**src/hw/msal_pkg.sv**
```systemverilog
// Purpose: shared constants and carrier types for the multisite all-call lockout block
// Assumes: 10 MHz system clock
// Notes:   site codes are 3-bit label plus 4-bit field
package msal_pkg;

  localparam int unsigned CLK_HZ         = 10_000_000;
  localparam int unsigned LOCKOUT_TIME_S = 18;
  // longest time, whole seconds times rate needs no rounding
  localparam logic [31:0] LOCKOUT_CYCLES = 32'(LOCKOUT_TIME_S * CLK_HZ);

  localparam int unsigned II_COUNT    = 16;
  localparam int unsigned SI_COUNT    = 63;
  localparam int unsigned TIMER_COUNT = II_COUNT + SI_COUNT;
  localparam int unsigned IDX_W       = 7;
  localparam int unsigned STAMP_W     = 32;

  localparam logic [2:0]       LABEL_II     = 3'h0;
  localparam logic [2:0]       LABEL_SI_MAX = 3'h4;
  localparam logic [IDX_W-1:0] SI_BASE_IDX  = 7'h0f;

  typedef struct packed {
    logic [2:0] label;
    logic [3:0] field;
  } msal_site_code_t;

  typedef struct packed {
    logic             ok;
    logic             is_si;
    logic [IDX_W-1:0] idx;
    logic [6:0]       parity_code;
  } msal_decode_t;

  typedef struct packed {
    logic             answer;
    logic             is_si;
    logic [6:0]       parity_code;
  } msal_reply_t;

  typedef struct packed {
    logic               valid;
    logic [STAMP_W-1:0] stamp;
  } msal_entry_t;

endpackage

```
**src/hw/msal_timer_mem.sv**
```systemverilog
// Purpose: lockout timer store, one entry per site code, two registered read ports
// Assumes: single clock, synchronous active-high reset
// Notes:   only the valid bits are reset; stamps are meaningless while invalid
`timescale 1ns/1ns
module msal_timer_mem (
  input  wire logic                           clk_in,
  input  wire logic                           srst_in,
  input  wire logic                           wr_en_in,
  input  wire logic [msal_pkg::IDX_W-1:0]     wr_addr_in,
  input  wire msal_pkg::msal_entry_t          wr_data_in,
  input  wire logic [msal_pkg::IDX_W-1:0]     rd_a_addr_in,
  output msal_pkg::msal_entry_t               rd_a_data_out,
  input  wire logic [msal_pkg::IDX_W-1:0]     rd_b_addr_in,
  output msal_pkg::msal_entry_t               rd_b_data_out
);

  logic [msal_pkg::TIMER_COUNT-1:0] valid_q;
  logic [msal_pkg::STAMP_W-1:0]     stamp_q [msal_pkg::TIMER_COUNT];

  // read returns the value held before a same-cycle write; caller forwards
  always_ff @(posedge clk_in) begin
    rd_a_data_out <= {valid_q[rd_a_addr_in], stamp_q[rd_a_addr_in]};
    rd_b_data_out <= {valid_q[rd_b_addr_in], stamp_q[rd_b_addr_in]};
  end

  always_ff @(posedge clk_in) begin
    if (wr_en_in) begin
      stamp_q[wr_addr_in] <= wr_data_in.stamp;
    end
  end

  genvar g;
  generate
    for (g = 0; g < msal_pkg::TIMER_COUNT; g++) begin : g_valid
      always_ff @(posedge clk_in) begin
        if (srst_in) begin
          valid_q[g] <= 1'b0;
        end else if (wr_en_in && wr_addr_in == 7'(g)) begin
          valid_q[g] <= wr_data_in.valid;
        end
      end
    end
  endgenerate

endmodule // msal_timer_mem

```
**src/hw/msal_top.sv**
```systemverilog
// Purpose: transponder all-call answer decision with per-site-code lockout timers
// Assumes: request strobes come from logic on clk_in; 10 MHz clock
// Notes:   answer appears two cycles after the all-call strobe
//          stamps wrap after about seven minutes; the sweep keeps that harmless
//          invalid site codes are refused and never touch a timer
//          one write port: a lockout command beats an expiry clear
`timescale 1ns/1ns
module msal_top #(
  parameter logic [31:0] LOCKOUT_CYCLES = msal_pkg::LOCKOUT_CYCLES
) (
  input  wire logic                      clk_in,
  input  wire logic                      srst_in,
  input  wire logic                      si_capable_in,
  input  wire logic                      allcall_valid_in,
  input  wire msal_pkg::msal_site_code_t allcall_code_in,
  input  wire logic                      lock_cmd_valid_in,
  input  wire msal_pkg::msal_site_code_t lock_code_in,
  output logic                           reply_valid_out,
  output msal_pkg::msal_reply_t          reply_out
);

  // map a received site code onto a timer index and a parity code
  function automatic msal_pkg::msal_decode_t decode_code(msal_pkg::msal_site_code_t c,
                                                       logic cap);
    msal_pkg::msal_decode_t d;
    logic [2:0]             lm1;
    logic [5:0]             si;
    d   = '0;
    lm1 = c.label - 3'h1;
    si  = {lm1[1:0], c.field};
    if (!cap || c.label == msal_pkg::LABEL_II) begin
      // without SI support the label is ignored and the field is an II
      d.ok          = 1'b1;
      d.idx         = {3'h0, c.field};
      d.parity_code = {msal_pkg::LABEL_II, c.field};
    end else if (c.label <= msal_pkg::LABEL_SI_MAX) begin
      d.ok          = (si != 6'h00);
      d.is_si       = 1'b1;
      d.idx         = msal_pkg::SI_BASE_IDX + {1'b0, si};
      d.parity_code = {c.label, c.field};
    end else begin
      // undefined label: no timer, discarded
      d.parity_code = {c.label, c.field};
    end
    return d;
  endfunction

  msal_pkg::msal_decode_t ac_dec;
  msal_pkg::msal_decode_t lk_dec;
  msal_pkg::msal_entry_t  rd_a;
  msal_pkg::msal_entry_t  rd_b;
  msal_pkg::msal_entry_t  wr_data;
  logic [msal_pkg::IDX_W-1:0] wr_addr;
  logic                   wr_en;
  logic                   lock_wr;
  logic                   clear_wr;
  logic                   entry_live;
  logic                   sweep_live;
  logic                   locked;
  logic [31:0]            age_a;
  logic [31:0]            age_b;

  // pipeline and sweep state
  logic [31:0]                now_q;
  logic                       s1_valid_q;
  msal_pkg::msal_decode_t     s1_dec_q;
  logic                       s1_fwd_q;
  logic [msal_pkg::IDX_W-1:0] sweep_idx_q;
  logic [msal_pkg::IDX_W-1:0] sweep_chk_q;
  logic                       sweep_chk_valid_q;
  logic                       sweep_hit_q;

  assign ac_dec = decode_code(allcall_code_in, si_capable_in);
  assign lk_dec = decode_code(lock_code_in, si_capable_in);

  // free-running time base; the sweep clears entries long before it wraps
  always_ff @(posedge clk_in) begin
    if (srst_in) begin
      now_q <= 32'h0000_0000;
    end else begin
      now_q <= now_q + 32'h0000_0001;
    end
  end

  // age is one more than the cycles since the command edge, read a cycle late
  assign age_a      = now_q - rd_a.stamp;
  assign age_b      = now_q - rd_b.stamp;
  assign entry_live = rd_a.valid && (age_a < LOCKOUT_CYCLES);
  assign sweep_live = rd_b.valid && (age_b < LOCKOUT_CYCLES);

  // lockout command has priority on the single write port
  assign lock_wr  = lock_cmd_valid_in && lk_dec.ok;
  assign clear_wr = !lock_wr && sweep_chk_valid_q && rd_b.valid && !sweep_live
                    && !sweep_hit_q;
  assign wr_en    = lock_wr || clear_wr;

  // address and data follow whichever request holds the write port
  always_comb begin
    wr_addr = sweep_chk_q;
    wr_data = '0;
    if (lock_wr) begin
      wr_addr = lk_dec.idx;
      wr_data = {1'b1, now_q};
    end else if (clear_wr) begin
      wr_data = {1'b0, now_q};
    end
  end

  msal_timer_mem u_mem (
    .clk_in        (clk_in),
    .srst_in       (srst_in),
    .wr_en_in      (wr_en),
    .wr_addr_in    (wr_addr),
    .wr_data_in    (wr_data),
    .rd_a_addr_in  (ac_dec.idx),
    .rd_a_data_out (rd_a),
    .rd_b_addr_in  (sweep_idx_q),
    .rd_b_data_out (rd_b)
  );

  // stage 1: memory read in flight
  always_ff @(posedge clk_in) begin
    if (srst_in) begin
      s1_valid_q <= 1'b0;
    end else begin
      s1_valid_q <= allcall_valid_in;
    end
  end

  always_ff @(posedge clk_in) begin
    if (srst_in) begin
      s1_dec_q <= '0;
    end else begin
      s1_dec_q <= ac_dec;
    end
  end

  // the memory hands back the old entry when a lockout to the same code is
  // written in the read cycle, so that hit is remembered here
  always_ff @(posedge clk_in) begin
    if (srst_in) begin
      s1_fwd_q <= 1'b0;
    end else begin
      s1_fwd_q <= lock_wr && ac_dec.ok && (lk_dec.idx == ac_dec.idx);
    end
  end

  assign locked = s1_fwd_q || entry_live
                  || (lock_wr && lk_dec.idx == s1_dec_q.idx);

  always_ff @(posedge clk_in) begin
    if (srst_in) begin
      reply_valid_out <= 1'b0;
    end else begin
      reply_valid_out <= s1_valid_q;
    end
  end

  // fields are meaningful only with the pulse and hold until the next one
  always_ff @(posedge clk_in) begin
    if (srst_in) begin
      reply_out <= '0;
    end else if (s1_valid_q) begin
      reply_out.answer      <= s1_dec_q.ok && !locked;
      reply_out.is_si       <= s1_dec_q.is_si;
      reply_out.parity_code <= s1_dec_q.parity_code;
    end
  end

  // background sweep retires expired entries so the wrapping stamp never revives one
  always_ff @(posedge clk_in) begin
    if (srst_in) begin
      sweep_idx_q <= 7'h00;
    end else if (sweep_idx_q == 7'(msal_pkg::TIMER_COUNT - 1)) begin
      sweep_idx_q <= 7'h00;
    end else begin
      sweep_idx_q <= sweep_idx_q + 7'h01;
    end
  end

  // index and qualifier of the entry whose read data arrive this cycle
  always_ff @(posedge clk_in) begin
    if (srst_in) begin
      sweep_chk_q       <= 7'h00;
      sweep_chk_valid_q <= 1'b0;
    end else begin
      sweep_chk_q       <= sweep_idx_q;
      sweep_chk_valid_q <= 1'b1;
    end
  end

  // a lockout written while this entry was read makes the read stale
  always_ff @(posedge clk_in) begin
    if (srst_in) begin
      sweep_hit_q <= 1'b0;
    end else begin
      sweep_hit_q <= lock_wr && (lk_dec.idx == sweep_idx_q);
    end
  end

endmodule // msal_top

```
**config.mk**
```make
export PLATFORM = sky130hd
export DESIGN_NAME = msal_top
export DESIGN_NICKNAME = d
export VERILOG_FILES = /design/src/hw/msal_pkg.sv /design/src/hw/msal_timer_mem.sv /design/src/hw/msal_top.sv
export SDC_FILE = /design/constraint.sdc
export NUM_CORES = 2
export LEC_CHECK = 0
export ABC_CLOCK_PERIOD_IN_PS = 10950
export BUFFER_PORTS_ARGS = -buffer_cell sky130_fd_sc_hd__buf_2
export CAP_MARGIN = 20
export CORE_MARGIN = 5
export CORE_UTILIZATION = 55
export DETAILED_ROUTE_END_ITERATION = 6
export PLACE_DENSITY = 0.78
export SETUP_SLACK_MARGIN = 0.15
export SYNTH_ARGS = -nofsm -noshare
export SYNTH_HDL_FRONTEND = slang
export SYNTH_SLANG_ARGS = --single-unit
```
**constraint.sdc**
```tcl
create_clock -name clk_in -period 10.95 [get_ports clk_in]
set_clock_uncertainty 0.1 [all_clocks]
set_input_delay 1.095 -clock clk_in [delete_from_list [all_inputs] [get_ports clk_in]]
set_output_delay 1.095 -clock clk_in [all_outputs]
set_load 0.02 [all_outputs]
```
==> metrics.md <==
| Metric | Value |
|---|---|
| Status | `complete, no violations` |
| Final HPWL DP | `215000 um` |
| Clk network pwr share | `40.4%` |
| Iteration-0 DRC Markers | `14.0k` |
| Post-Synth Simple-Gate Area | `4.86%` |
| Reg2Reg Setup Slack | `4830 ps` |
| Combinational Power Share | `11.1%` |
| Least-Margin Pin Slew | `1200 ps` |
| Initial Utilization | `55.1%` |
| RSZ-0062 raised after global routing | `no` |
| Mapped Cells | `7237` |
| NetSw | `5680 uW` |
| Layout Nets | `7323` |
| Multiplexer area fraction after synthesis | `25.9%` |
| Avg Synthesized Cell Area | `17.9 um2` |
| Synth Warn # | `0` |
| Post-synthesis compound-gate area fraction | `3.69%` |
| Clock Latency Late Sink | `970 ps` |
| Row count | `178` |
| Setup violators final | `0` |
| Hold buffers post-CTS | `0` |
| Pwr Density | `166 nW/um2` |
| Sequential share of power | `48.5%` |
| Tcrit/Tclk final | `55.9%` |
| Final RePlAce weighted congestion | `0.951` |
| CP Max Fanout | `78` |
| Root buf cell | `clkbuf_16` |
| GRT met2 Usage | `49.1%` |
| DR WL/cell | `37.6 um` |
| Arrival time at the worst endpoint | `6590 ps` |
| Most frequent cell after synthesis | `edfxtp_1` |
| CTS Buf Count | `292` |
| Post-Synth XOR/XNOR Area | `0.650%` |
| Static Leak | `0.0476 uW` |
| Clock Sinks | `2749` |
| Area Growth Syn to Fin | `10.2%` |
| Routing usage on met3 | `11.5%` |
| First-pass GRT wire length | `569000 um` |
| # H-tree levels | `5` |
| Post-cts sizing count | `0` |
| Overflow left after global routing | `0` |
| Delay-heaviest family, CP | `buffers and inverters` |
| Final ANT Viol Nets | `0` |
| Synth cell count leaders | `edfxtp_1, mux4_2, nand2_1, clkbuf_1, nor2_1` |
| Worst path cell trace | `ha_1 > a21oi_1 > nand2_1 > a221o_1 > nor3_1 > a21o_1 > mux2i_1 > o31a_1 > nand2_1 > o211ai_4 > buf_4 > nand3_1 > inv_2 > buf_4` |
| DR vias | `80.2k` |
| Switch share | `24.0%` |
| Synth top area cells | `edfxtp_1, mux4_2, dfxtp_1` |
| Die width | `495 um` |
| Die area | `245000 um2` |
| Wirelength, routed | `398000 um` |
| Share of cells above drive strength 1 | `31.1%` |
| Buffer and inverter count on the worst path | `3` |
| Count of final hold-check violations | `0` |
| Setup CP Type | `flip-flop to flip-flop` |
| Clock Tree Buf Depth | `4` |
| DRC errors left | `0` |
| FFs w/ async S/R, synth | `0%` |
| Hold Path Class | `primary input to flip-flop` |
| Vias in the first global route | `80.0k` |
| Mapped Area | `129000 um2` |
| Core area | `235000 um2` |
| Die Y-Extent | `495 um` |
| Max Clock Freq | `0.163 GHz` |
| # Post-CTS Setup Buffers | `0` |
| Worst Setup End Kind | `flip-flop` |
| Largest net degree at the start of global routing | `120` |
| I/O Buffers | `28` |
| Worst EP required | `11420 ps` |
| Synth area leader | `edfxtp_1` |
| CP max stage cell | `buf_4` |
| Initial antenna violation count | `25` |
| DRT Pass-1 Iters | `6` |
| Max-cap violations | `0` |
| Yosys top cell area share | `58.7%` |
| Syn_nets | `7329` |
| Maximum VDD drop | `0.128 mV` |
| CTS tree | `built` |
| Netlist cell types | `75` |
| Max-slew headroom | `19.5%` |
| CTS clk-pin slew, worst paths | `60 ps` |
| EDFF count, synth | `2528` |
| Grt peak-use layer | `met2` |
| Internal power | `18000 uW` |
| Via density | `7.56` |
| M1 GR Usage | `41.7%` |
| Layout Utilization | `60.7%` |
| # IOs | `29` |
| Seq cells post-synth | `2749` |
| Worst Slack Setup Final | `4830 ps` |
| GRT Total Usage | `32.4%` |
| Max Slew Vio Count | `0` |
| Startpoint Class | `flip-flop` |
| Sequential fraction of the synthesis area | `62.1%` |
| Setup TNS | `0 ps` |
| Slowest Stage Delay on Critical Path | `690 ps` |
| Post-route minimum period | `6120 ps` |
| Adder-Cell Fraction of Synth Area | `0.714%` |
| Top_reg_cell synth | `edfxtp_1` |
| Pre-CTS setup slack | `4270 ps` |
| Largest family of logic cells by synthesized area | `multiplexers` |
stage by stage:
| step | hold slack, ps | power, uW | cells | area (um2) |
|---|---|---|---|---|
| final | 247 | 23700 | 10600 | 143000 |
| after global routing | 241 | 24300 | 10600 | 143000 |
| after CTS | 215 | 23700 | 10600 | 142000 |
| after detailed placement | 361 | 14200 | 10100 | 133000 |
| after global placement | 348 | 14200 | 10100 | 133000 |
| after floorplan | 341 | 13400 | 7237 | 129000 |
power by group through the flow:
stage               Combinational [uW]  Sequential [uW]  Clock [uW]
finish                            2630            11500        9570
global route                      2740            11500       10100
CTS                               2570            11500        9600
detailed placement                2540            11700           0
global placement                  2510            11700           0
floorplan                         1770            11700           0
worst paths after layout:
kind,startpoint,endpoint,cells past startpoint
max,now_q[17]$_SDFF_PP0_,u_mem.stamp_q[6][8]$_DFFE_PP_,14
min,allcall_valid_in,s1_valid_q$_SDFF_PP0_,2
max reg2reg,now_q[17]$_SDFF_PP0_,u_mem.stamp_q[6][8]$_DFFE_PP_,14
min reg2reg,s1_dec_q[3]$_SDFF_PP0_,reply_out[3]$_SDFFE_PP0P_,2
cells by family (layout without fill, tap and decap cells):
family	Yosys count	after routing
XOR/XNOR	96	96
flip-flops	2749	2749
AND/OR/NAND/NOR	1447	1447
buffers and inverters	692	896
multiplexers	1526	1526
adder cells (fa/ha/maj)	74	74
AO/OA/AOI/OAI	653	653
other	0	9
state kept, by name, summed over array words and instances, names as in the netlist, 7 cells and up:
register             flops
now_q                   32
u_mem.valid_q           79
reply_out                9
u_mem.stamp_q         2528
sweep_idx_q              7
sweep_chk_q              7
s1_dec_q                16
u_mem.rd_b_data_out     33
u_mem.rd_a_data_out     33
cell usage in the layout, fill, tap and decap left out, types with 9 or more instances in the layout:
cell type	instances
nand4_1	13
a31oi_1	126
dfxtp_1	214
clkinv_2	39
nand2_1	826
a211oi_1	112
xnor2_1	52
edfxtp_1	2528
a211oi_2	12
nor3_1	21
diode_2	9
xor2_1	44
clkinv_1	62
nor2_4	18
mux2_2	32
clkbuf_1	64
a31o_2	51
buf_4	189
ha_1	73
a21oi_1	48
nor2b_1	14
bufinv_16	20
buf_12	24
buf_2	29
o21ai_0	68
o21a_1	9
inv_2	46
and2_2	32
clkbuf_16	300
mux2i_1	43
nor2_1	218
o31ai_1	34
nand3_1	89
and3_1	152
mux4_2	1451
nand2b_1	11
and3_2	15
a311oi_1	112
inv_1	91
cell type report:
class	count	area, um2
multi-input cells	3796	46600
fillers	16000	92200
clock inverters	133	1140
well taps	3150	3940
repair buffers	251	2130
diodes	9	22.5
clock buffers	371	7840
flip-flops and latches	2749	80400
inverters	141	532
per-layer routing:
metal  wire (um)  share of wire [%]
met3       62100                 16
met1      128000                 32
met4       24200                6.1
met2      184000                 46
met5         109              0.027
worst register-to-register path: cells and delay by family (launching register included):
kind                       cells  cell delay, ps
AOI/OAI and AO/OA              5            1720
adders and majority gates      1             370
buffers and inverters          3            1780
DFF                            1             530
muxes                          1             300
and+or+nand+nor                4             890
No activity file was read; power rests on OpenSTA's default activity.
